`src/verilog/bss_pkg.sv`:
```
// constants shared by the bias supervisor and its comparator synchroniser
// assumes a 200 MHz system clock and a plain register port
package bss_pkg;

    // clock rate and documented times
    localparam int unsigned CLK_MHZ = 200;
    localparam int unsigned OE_LOW_US = 1000;
    localparam int unsigned BIAS_TIMEOUT_US = 15000;
    localparam int unsigned LDO_OFF_DELAY_US = 5000;
    localparam int unsigned OE_LOW_CYC = OE_LOW_US * CLK_MHZ;
    localparam int unsigned BIAS_TIMEOUT_CYC = BIAS_TIMEOUT_US * CLK_MHZ;
    localparam int unsigned LDO_OFF_CYC = LDO_OFF_DELAY_US * CLK_MHZ;
    localparam int unsigned TIMER_W = 22;

    // comparator lane positions
    localparam int unsigned NUM_CMP = 11;
    localparam int unsigned CMP_BELOW_PUMP_START = 0;
    localparam int unsigned CMP_ABOVE_PUMP_UPPER = 1;
    localparam int unsigned CMP_SUPPLY_UNDERVOLTAGE_LOCKOUT = 2;
    localparam int unsigned CMP_SUPPLY_OVERVOLTAGE_LOCKOUT = 3;
    localparam int unsigned CMP_SEVERE_UV = 4;
    localparam int unsigned CMP_ABOVE_RELEASE = 5;
    localparam int unsigned CMP_LDO_UV = 6;
    localparam int unsigned CMP_BIAS_READY = 7;
    localparam int unsigned CMP_OVER_TEMP = 8;
    localparam int unsigned CMP_TEMP_COOL = 9;
    localparam int unsigned CMP_TEMP_WARN = 10;

    // event flag positions, also the message codes
    localparam int unsigned NUM_EVT = 6;
    localparam int unsigned EVT_OVER_TEMP = 0;
    localparam int unsigned EVT_SUPPLY_UNDERVOLTAGE_LOCKOUT = 1;
    localparam int unsigned EVT_SUPPLY_OVERVOLTAGE_LOCKOUT = 2;
    localparam int unsigned EVT_LDO_UV = 3;
    localparam int unsigned EVT_SEVERE_UV = 4;
    localparam int unsigned EVT_WARN = 5;
    localparam logic [5:0] FAULT_MASK = 6'h1F;
    localparam logic [5:0] MSG_MASK = 6'h2F;
    localparam logic [5:0] LOCKOUT_MASK = 6'h0E;

    // register offsets and fields
    localparam logic [7:0] REG_CTRL = 8'h00;
    localparam logic [7:0] REG_STATUS0 = 8'h04;
    localparam logic [7:0] REG_STATUS1 = 8'h08;
    localparam logic [7:0] REG_STATE = 8'h0C;
    localparam int unsigned CTRL_SLEEP_BIT = 0;
    localparam logic CTRL_SLEEP_RESET = 1'b0;

    typedef enum logic [7:0] {
        ST_POR = 8'h01,
        ST_LDO_UP = 8'h02,
        ST_STANDBY = 8'h04,
        ST_BIAS_UP = 8'h08,
        ST_ACTIVE = 8'h10,
        ST_OVER_TEMP = 8'h20,
        ST_SLEEP = 8'h40,
        ST_SHUTDOWN = 8'h80
    } bss_state_t;

endpackage
```
`src/verilog/bss_cmp_if.sv`:
```
// raw and synchronised comparator levels between supervisor and synchroniser
// assumes the comparator outputs are asynchronous analog levels
`timescale 1ns/10ps
interface bss_cmp_if #(parameter int unsigned WIDTH = 11);
    logic [WIDTH-1:0] raw;
    logic [WIDTH-1:0] sync;
    modport sync_side (input raw, output sync);
    modport user_side (output raw, input sync);
endinterface

```
`src/verilog/bss_bias_supervisor.sv`:
```
// bias supervisor and sequencer: pump, bias rail, host ldo, faults, messages
// assumes comparator levels are asynchronous, oe and wake are synchronous,
// and an external link transmitter acknowledges each message
//
// Our own choices: strobed register access and the register addresses.
`timescale 1ns/10ps
module bss_bias_supervisor #(
    parameter int unsigned OE_LOW_CYC = bss_pkg::OE_LOW_CYC,
    parameter int unsigned BIAS_TIMEOUT_CYC = bss_pkg::BIAS_TIMEOUT_CYC,
    parameter int unsigned LDO_OFF_CYC = bss_pkg::LDO_OFF_CYC
) (
    input wire logic clk_sys,
    input wire logic rst,
    input wire logic [10:0] cmp_raw,
    input wire logic oe_pin,
    input wire logic wake_event,
    input wire logic [7:0] reg_addr,
    input wire logic [31:0] reg_wdata,
    input wire logic reg_write,
    input wire logic reg_read,
    output logic [31:0] reg_rdata,
    output logic [2:0] msg_code,
    output logic msg_valid,
    input wire logic msg_ack,
    output logic pump_enable,
    output logic pump_bypass,
    output logic bias_reg_enable,
    output logic gate_drive_enable,
    output logic ldo_enable,
    output logic ldo_pulldown_enable,
    output logic messaging_enable,
    output logic bias_rail_ready_flag,
    output logic fault_out,
    output logic fault_oe_n
);
    localparam int unsigned TW = bss_pkg::TIMER_W;
    localparam int unsigned NE = bss_pkg::NUM_EVT;

    initial begin
        if (OE_LOW_CYC == 0 || BIAS_TIMEOUT_CYC == 0 || LDO_OFF_CYC == 0 ||
            OE_LOW_CYC >= 2**TW || BIAS_TIMEOUT_CYC >= 2**TW ||
            LDO_OFF_CYC >= 2**TW) begin
            $error("bss_bias_supervisor: timing count out of range");
        end
    end

    // lowest set bit of an event vector as a message code
    function automatic logic [2:0] first_set(input logic [5:0] v);
        logic [2:0] r;
        r = 3'h0;
        for (int i = 5; i >= 0; i--) begin
            if (v[i]) begin
                r = 3'(i);
            end
        end
        return r;
    endfunction

    // saturating timer step
    function automatic logic [TW-1:0] sat_inc(input logic [TW-1:0] v);
        return (&v) ? v : v + 1'b1;
    endfunction

    // ****************************************************************
    // comparator synchronisation
    // ****************************************************************
    bss_cmp_if #(.WIDTH(bss_pkg::NUM_CMP)) cmp_bus ();
    assign cmp_bus.raw = cmp_raw;

    // comparators pass two flops before any use
    bss_cmp_sync #(.WIDTH(bss_pkg::NUM_CMP)) u_sync (
        .clk_sys(clk_sys),
        .rst(rst),
        .cmp(cmp_bus)
    );

    wire logic [10:0] s = cmp_bus.sync;
    wire logic s_severe = s[bss_pkg::CMP_SEVERE_UV];
    wire logic s_release = s[bss_pkg::CMP_ABOVE_RELEASE];
    wire logic s_ready = s[bss_pkg::CMP_BIAS_READY];
    wire logic s_hot = s[bss_pkg::CMP_OVER_TEMP];
    wire logic s_cool = s[bss_pkg::CMP_TEMP_COOL];

    // ****************************************************************
    // state and timers
    // ****************************************************************
    bss_pkg::bss_state_t state;
    bss_pkg::bss_state_t next_state;
    logic [TW-1:0] timer;
    logic [TW-1:0] oe_low_cnt;
    logic oe_prev;
    logic sleep_cfg;
    logic pump_run;
    logic ldo_uv_off;
    logic [5:0] flags;
    logic [5:0] pend;

    wire logic oe_rise = oe_pin & ~oe_prev;
    wire logic oe_low_long = oe_low_cnt >= TW'(OE_LOW_CYC);
    wire logic bias_timeout = timer >= TW'(BIAS_TIMEOUT_CYC);
    wire logic in_ot = state == bss_pkg::ST_OVER_TEMP;
    wire logic ot_msg_busy = msg_valid && msg_code == 3'(bss_pkg::EVT_OVER_TEMP);
    wire logic ot_sent = in_ot && !pend[bss_pkg::EVT_OVER_TEMP] && !ot_msg_busy;
    wire logic ldo_ot_off = ot_sent && timer >= TW'(LDO_OFF_CYC);
    wire logic lockout = |(flags & bss_pkg::LOCKOUT_MASK);
    wire logic run_state = state == bss_pkg::ST_BIAS_UP ||
                           state == bss_pkg::ST_ACTIVE;
    wire logic can_hot = state == bss_pkg::ST_LDO_UP ||
                         state == bss_pkg::ST_STANDBY || run_state;
    wire bss_pkg::bss_state_t low_target =
        sleep_cfg ? bss_pkg::ST_SLEEP : bss_pkg::ST_STANDBY;

    // sequencer transitions
    always_comb begin
        next_state = state;
        case (state)
            bss_pkg::ST_POR: begin
                next_state = bss_pkg::ST_LDO_UP;
            end
            bss_pkg::ST_LDO_UP: begin
                if (!s[bss_pkg::CMP_LDO_UV]) begin
                    next_state = oe_pin ? bss_pkg::ST_BIAS_UP
                                        : bss_pkg::ST_STANDBY;
                end
            end
            bss_pkg::ST_STANDBY: begin
                if (oe_pin) begin
                    next_state = bss_pkg::ST_BIAS_UP;
                end else if (sleep_cfg && oe_low_long) begin
                    next_state = bss_pkg::ST_SLEEP;
                end
            end
            bss_pkg::ST_BIAS_UP: begin
                if (oe_low_long) begin
                    next_state = low_target;
                end else if (s_ready || bias_timeout) begin
                    next_state = bss_pkg::ST_ACTIVE;
                end
            end
            bss_pkg::ST_ACTIVE: begin
                if (oe_low_long) begin
                    next_state = low_target;
                end
            end
            bss_pkg::ST_OVER_TEMP: begin
                if (oe_rise && s_cool && !s_hot) begin
                    next_state = bss_pkg::ST_BIAS_UP;
                end
            end
            bss_pkg::ST_SLEEP: begin
                if (wake_event) begin
                    next_state = bss_pkg::ST_POR;
                end
            end
            bss_pkg::ST_SHUTDOWN: begin
                if (s_release && !s_severe) begin
                    next_state = bss_pkg::ST_POR;
                end
            end
            default: begin
                next_state = bss_pkg::ST_POR;
            end
        endcase
        if (s_severe && state != bss_pkg::ST_SHUTDOWN) begin
            next_state = bss_pkg::ST_SHUTDOWN;
        end else if (s_hot && can_hot) begin
            next_state = bss_pkg::ST_OVER_TEMP;
        end
    end

    // state register and timers
    always_ff @(posedge clk_sys) begin
        if (rst) begin
            state <= bss_pkg::ST_POR;
            timer <= '0;
            oe_low_cnt <= '0;
            oe_prev <= 1'b1; // no false rise after reset
        end else begin
            state <= next_state;
            timer <= (next_state != state || (in_ot && !ot_sent)) ? '0
                     : sat_inc(timer);
            oe_low_cnt <= oe_pin ? '0 : sat_inc(oe_low_cnt);
            oe_prev <= oe_pin;
        end
    end

    // ****************************************************************
    // supply handling
    // ****************************************************************
    // pump state with hysteresis between the two thresholds
    always_ff @(posedge clk_sys) begin
        if (rst) begin
            pump_run <= 1'b0;
            ldo_uv_off <= 1'b0;
        end else begin
            if (s[bss_pkg::CMP_BELOW_PUMP_START]) begin
                pump_run <= 1'b1;
            end else if (s[bss_pkg::CMP_ABOVE_PUMP_UPPER]) begin
                pump_run <= 1'b0;
            end
            if (s[bss_pkg::CMP_SUPPLY_UNDERVOLTAGE_LOCKOUT]) begin
                ldo_uv_off <= 1'b1;
            end else if (s_release) begin
                ldo_uv_off <= 1'b0;
            end
        end
    end

    // ****************************************************************
    // fault flags and messages
    // ****************************************************************
    wire logic [5:0] cond = {s[bss_pkg::CMP_TEMP_WARN], s_severe,
                             s[bss_pkg::CMP_LDO_UV], s[bss_pkg::CMP_SUPPLY_OVERVOLTAGE_LOCKOUT],
                             s[bss_pkg::CMP_SUPPLY_UNDERVOLTAGE_LOCKOUT], s_hot};
    wire logic [5:0] new_evt = cond & ~flags;
    // set wins; oe rising clears only ended conditions
    wire logic [5:0] next_flags = cond | (flags & ~({NE{oe_rise}} & ~cond));
    wire logic [5:0] ack_clr = (msg_valid && msg_ack) ? 6'(1) << msg_code
                                                      : 6'h00;
    // one message per new event, none for severe undervoltage
    wire logic [5:0] next_pend = (pend & ~ack_clr) |
                                 (new_evt & bss_pkg::MSG_MASK);

    always_ff @(posedge clk_sys) begin
        if (rst) begin
            flags <= '0;
            pend <= '0;
        end else begin
            flags <= next_flags;
            pend <= next_pend;
        end
    end

    // message handshake towards the link transmitter
    always_ff @(posedge clk_sys) begin
        if (rst) begin
            msg_valid <= 1'b0;
            msg_code <= 3'h0;
        end else if (msg_valid) begin
            msg_valid <= !msg_ack;
        end else if (|pend && messaging_enable) begin
            msg_valid <= 1'b1;
            msg_code <= first_set(pend);
        end
    end

    // ****************************************************************
    // block enables
    // ****************************************************************
    wire logic off_state = state == bss_pkg::ST_SLEEP ||
                           state == bss_pkg::ST_SHUTDOWN;
    // lockout gates drivers, pump and bias; not the ldo
    wire logic next_bias = run_state && !lockout;
    wire logic next_gate = state == bss_pkg::ST_ACTIVE && !lockout;
    // ldo off in sleep, shutdown, undervoltage and late overtemperature
    wire logic next_ldo = !off_state && state != bss_pkg::ST_POR &&
                          !ldo_uv_off && !ldo_ot_off;
    wire logic next_msg_en = !off_state && !(ot_sent && !oe_pin);
    wire logic next_fault = state == bss_pkg::ST_POR ||
                            state == bss_pkg::ST_LDO_UP ||
                            |(flags & bss_pkg::FAULT_MASK);

    always_ff @(posedge clk_sys) begin
        if (rst) begin
            pump_enable <= 1'b0;
            pump_bypass <= 1'b0;
            bias_reg_enable <= 1'b0;
            gate_drive_enable <= 1'b0;
            ldo_enable <= 1'b0;
            ldo_pulldown_enable <= 1'b0;
            messaging_enable <= 1'b0;
            bias_rail_ready_flag <= 1'b0;
            fault_oe_n <= 1'b0;
        end else begin
            pump_enable <= next_bias && pump_run;
            pump_bypass <= next_bias && !pump_run;
            bias_reg_enable <= next_bias;
            gate_drive_enable <= next_gate;
            ldo_enable <= next_ldo;
            ldo_pulldown_enable <= off_state;
            messaging_enable <= next_msg_en;
            bias_rail_ready_flag <= s_ready;
            fault_oe_n <= !next_fault;
        end
    end

    // fault pin only ever sinks
    assign fault_out = 1'b0;

    // ****************************************************************
    // register port
    // ****************************************************************
    wire logic wr_ctrl = reg_write && reg_addr == bss_pkg::REG_CTRL;
    wire logic [31:0] st0 = {26'h0, |(flags & bss_pkg::FAULT_MASK),
                             flags[bss_pkg::EVT_WARN],
                             flags[bss_pkg::EVT_SUPPLY_OVERVOLTAGE_LOCKOUT],
                             flags[bss_pkg::EVT_SUPPLY_UNDERVOLTAGE_LOCKOUT],
                             1'b0, flags[bss_pkg::EVT_OVER_TEMP]};
    wire logic [31:0] st1 = {30'h0, flags[bss_pkg::EVT_SEVERE_UV],
                             flags[bss_pkg::EVT_LDO_UV]};
    wire logic [31:0] rd_mux =
        reg_addr == bss_pkg::REG_CTRL ? {31'h0, sleep_cfg} :
        reg_addr == bss_pkg::REG_STATUS0 ? st0 :
        reg_addr == bss_pkg::REG_STATUS1 ? st1 :
        reg_addr == bss_pkg::REG_STATE ? {23'h0, bias_rail_ready_flag, state}
        : 32'h0000_0000;

    // sleep bit is forgotten across sleep and power-on
    always_ff @(posedge clk_sys) begin
        if (rst) begin
            sleep_cfg <= bss_pkg::CTRL_SLEEP_RESET;
            reg_rdata <= 32'h0000_0000;
        end else begin
            if (state == bss_pkg::ST_SLEEP || state == bss_pkg::ST_POR) begin
                sleep_cfg <= bss_pkg::CTRL_SLEEP_RESET;
            end else if (wr_ctrl) begin
                sleep_cfg <= reg_wdata[bss_pkg::CTRL_SLEEP_BIT];
            end
            reg_rdata <= reg_read ? rd_mux : 32'h0000_0000;
        end
    end
endmodule

```
`src/verilog/bss_cmp_sync.sv`:
```
// two-stage synchroniser for the analog comparator outputs
// assumes one clock domain, synchronous active-high reset
`timescale 1ns/10ps
module bss_cmp_sync #(
    parameter int unsigned WIDTH = 11
) (
    input wire logic clk_sys,
    input wire logic rst,
    bss_cmp_if.sync_side cmp
);
    logic [WIDTH-1:0] stage1;
    logic [WIDTH-1:0] stage2;

    // first stage feeds only the second
    always_ff @(posedge clk_sys) begin
        if (rst) begin
            stage1 <= '0;
            stage2 <= '0;
        end else begin
            stage1 <= cmp.raw;
            stage2 <= stage1;
        end
    end

    assign cmp.sync = stage2;
endmodule

```
`config.mk`:
```
export PLATFORM = sky130hd
export DESIGN_NAME = bss_bias_supervisor
export DESIGN_NICKNAME = d
export VERILOG_FILES = /design/src/verilog/bss_pkg.sv /design/src/verilog/bss_cmp_if.sv /design/src/verilog/bss_bias_supervisor.sv /design/src/verilog/bss_cmp_sync.sv
export SDC_FILE = /design/constraint.sdc
export NUM_CORES = 1
export LEC_CHECK = 0
export BUFFER_PORTS_ARGS = -buffer_cell sky130_fd_sc_hd__buf_2
export CORE_UTILIZATION = 45
export DETAILED_ROUTE_END_ITERATION = 10
export HOLD_SLACK_MARGIN = 0.08
export PLACE_DENSITY = 0.67
export SETUP_SLACK_MARGIN = 0.15
export SYNTH_ARGS = -nofsm -noshare
export SYNTH_HDL_FRONTEND = slang
export SYNTH_SLANG_ARGS = --single-unit
```
`constraint.sdc`:
```
create_clock -name clk_sys -period 5.7 [get_ports clk_sys]
set_clock_uncertainty 0.05 [all_clocks]
set_input_delay 0.855 -clock clk_sys [delete_from_list [all_inputs] [get_ports clk_sys]]
set_output_delay 0.855 -clock clk_sys [all_outputs]
set_load 0.005 [all_outputs]
```
# ---- After elaboration in Yosys (flattened, before gate mapping)
# Index checks and enable logic that the tools add are counted.
# W data, S select, Z words.
dict set report totals {
  latchBits 0
  romBits 0
  word_cells 157
  mem_count 0
  reg_bits 135
  ram_bits 0
}
dict set report op_classes {
  n_eq_ne 14
  bitwise_logic 15
  addsub 2
  n_reduce_logical 64
  magnitude_cmp 3
  mux 31
  div_mod_pow 0
  n_mul 0
  n_shift 1
}
# operator n
set op_table {}
lappend op_table {{$mux W8} 11}
lappend op_table {{$pmux W8 S8} 1}
lappend op_table {{$add A22 B1 Y22 const B} 2}
lappend op_table {{$reduce_and A22 Y1} 2}
lappend op_table {{$and A6 B6 Y6} 4}
lappend op_table {{$eq A8 B4 Y1 const B} 3}
lappend op_table {{$mux W6} 4}
lappend op_table {{$not A6 Y6} 4}
lappend op_table {{$logic_and A1 B1 Y1} 23}
lappend op_table {{$ge A22 B18 Y1 const B} 1}
lappend op_table {{$ge A22 B20 Y1 const B} 1}
lappend op_table {{$ge A22 B22 Y1 const B} 1}
lappend op_table {{$mux W3} 6}
lappend op_table {{$eq A8 B3 Y1 const B} 2}
lappend op_table {{$logic_not A1 Y1} 14}
lappend op_table {{$or A6 B6 Y6} 2}
lappend op_table {{$reduce_or A6 Y1} 2}
lappend op_table {{$reduce_or A5 Y1} 2}
lappend op_table {{$logic_or A1 B1 Y1} 9}
lappend op_table {{$eq A8 B1 Y1 const B} 1}
lappend op_table {{$eq A8 B2 Y1 const B} 1}
lappend op_table {{$eq A8 B5 Y1 const B} 1}
lappend op_table {{$eq A8 B6 Y1 const B} 1}
lappend op_table {{$eq A8 B7 Y1 const B} 1}
lappend op_table {{other kinds (17)} 31}

# ---- Logic depth before layout (Yosys ltp)
# Gate-level depths: netlist of run 1.
dict set report logic_depth {
  depth_word 11
  mapped_depth 9
}

# ---- By module
# A second synthesis of run 1 with hierarchy kept.
dict set report hier_totals {
  hier_cells 635
  hier_area_um2 5572.8
}
# module instances area_per_inst_um2 cells_each seq_area_each_um2
set modules_own_cells {}
lappend modules_own_cells {bss_bias_supervisor 1 4932.2 589 1801.7}
lappend modules_own_cells {bss_cmp_sync 1 640.6 46 440.4}

# ---- Least setup slack after synthesis of run 1
# Ideal clock, no wire load.
dict set report synth_path {
  path_kind {register -> register}
  startpoint {register state[0]}
  endpoint {register timer[11]}
  required_ns 5.508
  setup_time_ns 0.142
  path_stages_with_launch 10
  slack_ns 3.095
  arrival_time_ns 2.413
  cell_sequence {dfxtp_1 -> buf_6 -> or4_4 -> or4_1 -> or3_1 -> o211ai_2 -> o21ai_2 -> a32oi_4 -> buf_6 -> nor4_2}
}
dict set report synth_via {
  elab_chain_len 9
  word_cells_on_any_way 33
  cone_classes {10 x eq/ne; 12 x mux; 11 x reduce/logical}
}
# item line_no
set synth_lines {}
lappend synth_lines {{from (decl)} bss_bias_supervisor.sv:87} ;# bss_pkg::bss_state_t state;
lappend synth_lines {{from (signal assigned)} bss_bias_supervisor.sv:174} ;# state <= bss_pkg::ST_POR;
lappend synth_lines {{from (signal assigned)} bss_bias_supervisor.sv:179} ;# state <= next_state;
lappend synth_lines {{branches (longest 7 deep; another with $eq A8 B8 Y1)} -}
lappend synth_lines {{$logic_or A1 B1 Y1 *} bss_bias_supervisor.sv:180} ;# timer <= (next_state != state || (in_ot && !ot_sent)) ? '0
lappend synth_lines {{$reduce_or A2 Y1 (no line) *} -}
lappend synth_lines {{to (signal assigned)} bss_bias_supervisor.sv:180}
lappend synth_lines {{to (decl)} bss_bias_supervisor.sv:89} ;# logic [TW-1:0] timer;
# Every way passes the cells marked *.
# A chain may end at the register's enable or synchronous reset.

# ---- Final worst setup path of run 1
dict set report layout_path {
  startpoint {register state[0]}
  endpoint {register timer[2]}
}
# The elaborated chain is that of the path after synthesis.

==> run summary, run 1 <==
top achievable clock speed -> 0.290 GHz
HPWL after DPL -> 8600 um
final worst path period need -> 3.45 ns
Vias/cell -> 5.48
Slew HR -> 0.262
nets@finish -> 716
failing checks -> design-rule violations
register area share after synthesis -> 0.414
CTS Buffer Depth -> 2
EDFF count, synth -> 0
Skew-Pair Late Insertion Delay -> 0.37 ns
Mapped Cells -> 618
CP Data Required Time -> 5.92 ns
PortBufs -> 48
GRT overflow -> 0
Hold Path Class -> flop to flop
Die H -> 112 um
htree depth -> 3
final setup violating endpoints -> 0
Synth top cells by count -> dfxtp_1 (112), nor2_1 (70), nand2_1 (43)
# IOs -> 104
antenna-violating nets left -> 0
Layout area overhead -> 9.97%
Worst Max-Slew Pin Slew -> 1.10 ns
layout cells sized above 1 -> 0.155
# hold bufs at CTS -> 0
CTS Sinks -> 112
fill cell count -> 1,110
GRT Util Overall -> 0.195
worst-path fanout max -> 21
Placed Area -> 5620 um2
CP Launch Type -> flop
unrepaired setup endpoints after global routing -> no
Main synth FF type -> dfxtp_1
cell accounting for the most synthesized area -> dfxtp_1
vias -> 4,393
status -> complete, but fails checks
fin util -> 0.515
Remaining DRCs -> 3
Post-CTS Resized -> 0
Die Area -> 12,500 um2
pin count of the biggest net entering global routing -> 52
antenna diode count -> 0
Final GP Congestion -> 0.869
Data arrival, critical path -> 3.67 ns
Slew Limit Fails -> 0
synthesized flop and latch total -> 112
die width -> 112 um
post-synth top area share -> 0.414
nature of the critical path endpoint -> flop
Routed WL -> 12,000 um
CTS tree -> built
synth top area cells -> dfxtp_1 (41%), nor2_1 (4.8%), nor4_2 (4.8%)
postcts setup bufs -> 0
synthesized area per cell -> 8.77 um2
Core Box Area -> 11,600 um2
Synth async-reset ratio -> 0
number of global-route vias before repair -> 4,021
total CTS buffers -> 9
Hold WS -> 0.394 ns
mapped cell area -> 5420 um2
Hold Vio Cnt, Final -> 0
first-pass GRT wire length -> 19,300 um
initial antenna violation count -> 0
Fin Setup TNS -> 0 ns
initial DRC count -> 267
Leakage Power -> 0.00218 uW
library cells used by synthesis -> 66
critical path type -> flop to flop
Clock transition at path regs -> 0.09 ns
PD cells -> 288 nW/um2
MaxCap Viol Count -> 0
final instance area -> 5960 um2
average wire per standard cell -> 14.9 um
Syn. warnings -> 0
FP Rows -> 39
count leader, synth -> dfxtp_1
Final Cycle Share -> 0.605
TritonRoute pass-1 iters -> 8
Root Buffer -> clkbuf_16
maximum vdd drop -> 225 uV
Initial Utilization -> 0.469
==> placed cells by master (no fill, tap or decap), types with 3 or more instances in the layout <==
cell | Yosys | final
a211oi_1 | 3 | 3
nand2_1 | 43 | 43
a31oi_1 | 4 | 4
clkbuf_16 | 0 | 9
ha_1 | 4 | 4
or2_2 | 3 | 3
o41ai_1 | 3 | 3
and3_1 | 8 | 8
and4_1 | 3 | 3
a21oi_1 | 37 | 37
dfxtp_1 | 112 | 112
or4_1 | 4 | 4
nand3_1 | 26 | 26
nor4_1 | 12 | 12
a22oi_1 | 3 | 3
and2_1 | 7 | 7
nor4_2 | 21 | 21
inv_1 | 25 | 25
conb_1 | 1 | 24
buf_2 | 5 | 48
clkinv_8 | 0 | 4
or3_1 | 7 | 7
nor2b_1 | 31 | 31
o21ai_0 | 17 | 17
nand2b_1 | 11 | 11
nor2_1 | 70 | 70
o31ai_1 | 4 | 4
nand4_1 | 12 | 12
buf_4 | 26 | 3
nor3_1 | 17 | 17
xnor2_1 | 10 | 10
nor3b_1 | 3 | 3
mux2i_1 | 7 | 7
xor2_1 | 24 | 24
==> critical path: stages (launching register included) <==
cell and delay [ns]:
dfxtp_1 0.44, nor4_1 0.63, nand3_1 0.26, o21ai_0 0.26, o2111ai_1 0.20, nor4b_2 0.36, nand2_1 0.70, nor4_2 0.45
==> power breakdown <==
part           switching [uW]  total (uW)  internal (uW)
Combinational             135         209           73.8
Sequential               25.3         830            805
Clock                     349         678            329
Total                     509        1720           1210
==> path summary, 6_finish.rpt <==
path / slack (ns) / endpoint / start / cells after the start
hold / removal: 0.39 / u_sync.cmp.sync[3]$_SDFF_PP0_ / u_sync.stage1[3]$_SDFF_PP0_ / 1
setup reg to reg: 2.25 / timer[2]$_SDFFE_PP0N_ / state[0]$_SDFF_PP1_ / 7
setup / recovery: 2.25 / timer[2]$_SDFFE_PP0N_ / state[0]$_SDFF_PP1_ / 7
hold reg to reg: 0.39 / u_sync.cmp.sync[3]$_SDFF_PP0_ / u_sync.stage1[3]$_SDFF_PP0_ / 1
==> routing by layer <==
layer | share of wire | global-route usage
met5 | 0 | 0
met4 | 0.016 | 0.0667
met3 | 0.061 | 0.0544
met2 | 0.46 | 0.314
met1 | 0.46 | 0.250
==> flip-flops by register name, indices dropped and copies added, names as in the netlist, 3 cells and up <==
| register | flops |
|---|---|
| state | 8 |
| u_sync.cmp.sync | 11 |
| oe_low_cnt | 22 |
| msg_code | 3 |
| flags | 6 |
| timer | 22 |
| u_sync.stage1 | 11 |
| pend | 6 |
| reg_rdata | 9 |
==> cells by family (layout without fill, tap and decap cells) <==
| family | after synthesis | count (layout) | share of synthesized area |
|---|---|---|---|
| multiplexers | 8 | 8 | 0.0150 |
| other | 1 | 24 | 0.000692 |
| XOR/XNOR | 34 | 34 | 0.0550 |
| AO/OA/AOI/OAI | 97 | 97 | 0.123 |
| flip-flops | 112 | 112 | 0.414 |
| buffers and inverters | 74 | 92 | 0.0773 |
| adder cells (fa/ha/maj) | 4 | 4 | 0.00924 |
| AND/OR/NAND/NOR | 288 | 288 | 0.306 |
==> metrics by stage <==
step                      setup WS, ns  total power, uW  instances
after floorplan                   3.10             1020        641
after global placement            2.33             1050        786
after detailed placement          2.25             1050        786
after CTS                         2.26             1740        802
after global routing              1.98             1790        802
final                             2.25             1720        802
==> final cells by class <==
class,instances,area (um2),area share
multi-input combinational,455,2840,0.477
sequential,112,2240,0.376
timing repair buffer,51,263,0.0441
clock buffer,9,225,0.0378
tap,143,179,0.0300
clock inverter,7,113,0.0189
inverter,25,93.8,0.0157
Power figures use the tool's default switching activity.
==> inputs of run 2 (changes only) <==
--- a/config.mk
+++ b/config.mk
@@ -5,6 +5,7 @@
 export SDC_FILE = /design/constraint.sdc
 export NUM_CORES = 1
 export LEC_CHECK = 0
+export ABC_AREA = 1
 export BUFFER_PORTS_ARGS = -buffer_cell sky130_fd_sc_hd__buf_2
 export CORE_UTILIZATION = 45
 export DETAILED_ROUTE_END_ITERATION = 10
==> constraint.sdc (replaced) <==
create_clock -name clk_sys -period 3.2 [get_ports clk_sys]
set_clock_uncertainty 0.05 [all_clocks]
set_input_delay 0.48 -clock clk_sys [delete_from_list [all_inputs] [get_ports clk_sys]]
set_output_delay 0.48 -clock clk_sys [all_outputs]
set_load 0.005 [all_outputs]
==> run summary, run 2 <==
failing checks -> design-rule violations
nature of the critical path endpoint -> flop
initial DRC count -> 319 (+19%)
synthesized area per cell -> 6.94 um2 (-21%)
Hold Path Class -> input port to flop
number of global-route vias before repair -> 4,228 (+5.1%)
vias -> 4,637 (+5.6%)
fill cell count -> 1,163 (+4.8%)
Syn. warnings -> 0 (unchanged)
status -> complete, but fails checks
register area share after synthesis -> 0.419 (+0.00562)
Skew-Pair Late Insertion Delay -> 0.35 ns (-0.02 ns)
Final Cycle Share -> 0.759 (+0.154)
final worst path period need -> 2.43 ns (-1.02 ns)
Routed WL -> 11,200 um (-6.6%)
Core Box Area -> 11,500 um2 (-0.42%)
Hold WS -> 0.275 ns (-0.120 ns)
HPWL after DPL -> 8480 um (-1.5%)
antenna-violating nets left -> 0 (unchanged)
# hold bufs at CTS -> 0 (unchanged)
Setup crit start -> timer[9]$_SDFFE_PP0N_
initial antenna violation count -> 0 (unchanged)
average wire per standard cell -> 11.5 um (-23%)
top achievable clock speed -> 0.411 GHz (+42%)
Slew Limit Fails -> 0 (unchanged)
Die Area -> 12,300 um2 (-1.3%)
FP Rows -> 39 (unchanged)
nets@finish -> 885 (+24%)
PortBufs -> 48 (unchanged)
slowest CP cell -> nor4_1
CP Data Required Time -> 3.39 ns (-2.53 ns)
Initial Utilization -> 0.464 (-0.00432)
Remaining DRCs -> 16 (+13)
final setup violating endpoints -> 0 (unchanged)
MaxCap Viol Count -> 0 (unchanged)
antenna diode count -> 0 (unchanged)
total CTS buffers -> 9 (unchanged)
post-synth top area share -> 0.419 (+0.00562)
EDFF count, synth -> 0 (unchanged)
CTS tree -> built
Slew HR -> 0.549 (+0.287)
Post-CTS Resized -> 0 (unchanged)
Worst Max-Slew Pin Slew -> 0.670 ns (-0.434 ns)
hold path startpoint -> cmp_raw[3]
maximum vdd drop -> 305 uV (+36%)
die width -> 111 um (-0.66%)
Clock transition at path regs -> 0.07 ns (-0.02 ns)
Largest regs -> oe_low_cnt x22, timer x22
Synth top cells by count -> nor2_1 (136), nand2_1 (135), inv_1 (127)
Main synth FF type -> dfxtp_1
Placed Area -> 5660 um2 (+0.62%)
synth top area cells -> dfxtp_1 (42%), nor2_1 (9.5%), nand2_1 (9.5%)
CTS Buffer Depth -> 2 (unchanged)
Die H -> 111 um (-0.66%)
Fin Setup TNS -> 0 ns (unchanged)
Root Buffer -> clkbuf_16
PD cells -> 486 nW/um2 (+69%)
pin count of the biggest net entering global routing -> 29 (-44%)
Mapped Cells -> 770 (+25%)
Hold Vio Cnt, Final -> 0 (unchanged)
TritonRoute pass-1 iters -> 8 (unchanged)
htree depth -> 3 (unchanged)
most frequent cells in the layout -> nor2_1 (136), nand2_1 (135), inv_1 (127)
CP Launch Type -> flop
first-pass GRT wire length -> 19,200 um (-0.36%)
unrepaired setup endpoints after global routing -> no
final instance area -> 5960 um2 (unchanged)
CTS Sinks -> 112 (unchanged)
Worst R2R Start -> timer[9]$_SDFFE_PP0N_
synthesized flop and latch total -> 112 (unchanged)
cell accounting for the most synthesized area -> dfxtp_1
count leader, synth -> nor2_1
Data arrival, critical path -> 2.62 ns (-1.05 ns)
Synth async-reset ratio -> 0 (unchanged)
layout cells sized above 1 -> 0.105 (-0.0497)
postcts setup bufs -> 0 (unchanged)
Final GP Congestion -> 0.852 (-2.0%)
worst-path cell chain -> nand2_1 -> nor2_1 -> nand4_1 -> nor4_1 -> nand2_1 -> nand2_1 -> nor2_1 -> nand2_1 -> nor2_1 -> xor2_1 -> nor2_1
mapped cell area -> 5350 um2 (-1.3%)
GRT Util Overall -> 0.193 (-0.00182)
critical path type -> flop to flop
largest stage delay on the critical path -> 0.50 ns (-0.20 ns)
GRT overflow -> 0 (unchanged)
# IOs -> 104 (unchanged)
most common cell after layout, fill and taps aside -> nor2_1
Leakage Power -> 0.00262 uW (+20%)
worst-path fanout max -> 4 (-81%)
Layout area overhead -> 11.5%
library cells used by synthesis -> 36 (-45%)
Vias/cell -> 4.78 (-13%)
-- run 2: changes by cell type in the layout (fill, tap and decap cells not counted), moves of 8 or more --
cell,before,now
inv_1,25,127
nand2_1,43,135
nor2_1,70,136
nor2b_1,31,0
nor4_2,21,0
nand3_1,26,40
nor3_1,17,29
nand2b_1,11,0
and3_1,8,0
-- run 2: path summary, 6_finish.rpt --
path / endpoint / slack [ns] / cells past startpoint
max: timer[17]$_SDFFE_PP0N_ / 0.77 / 11
min: u_sync.stage1[3]$_SDFF_PP0_ / 0.27 / 3
min reg2reg: u_sync.cmp.sync[1]$_SDFF_PP0_ / 0.35 / 2
max reg2reg: timer[17]$_SDFFE_PP0N_ / 0.77 / 11
-- run 2: cell type report --
type	instances	area, um2	share of cell area
Clock buffer	10	229	0.0384
Clock inverter	6	73.8	0.0124
Inverter	131	492	0.0825
Multi-Input combinational cell	518	2480	0.416
Sequential cell	112	2240	0.376
Tap cell	143	179	0.0300
Timing Repair Buffer	51	263	0.0441
-- run 2: logic make-up after synthesis --
kind of cell / synth area share
buf+inv: 0.133
fa+ha+maj: 0.00936
xor+xnor: 0.0426
other cells: 0.000701
flops: 0.419
simple gates: 0.310
compound gates: 0.0850
-- run 2: routing by layer --
metal | routed length [um] | global-route usage
met1 | 5490 | 0.255
met2 | 5010 | 0.308
met3 | 572 | 0.0470
met4 | 112 | 0.0621
met5 | 0 | 0
-- run 2: report_power, final --
group          internal [uW]  switching, uW  total (uW)  leakage [uW]
Combinational           97.9            189         287       0.00157
Clock                    619            521        1140      0.000142
Sequential              1440           31.7        1470      0.000911
-- run 2: through the flow --
step / utilization / setup slack (ns) / cells / power [uW]
floorplan: - / 1.20 / 793 / 1720
global placement: 0.491 / 0.823 / 955 / 1780
global route: 0.517 / 0.460 / 971 / 3040
CTS: 0.517 / 0.771 / 971 / 2930
detailed placement: 0.491 / 0.797 / 955 / 1790
finish: 0.517 / 0.770 / 971 / 2900
-- run 2: worst max-delay path: cells and delay by family (launching register included) --
kind / cells / cell delay, ns
xor gates and xnor gates: 1 / 0.14
DFF: 1 / 0.39
and+or+nand+nor: 10 / 1.75
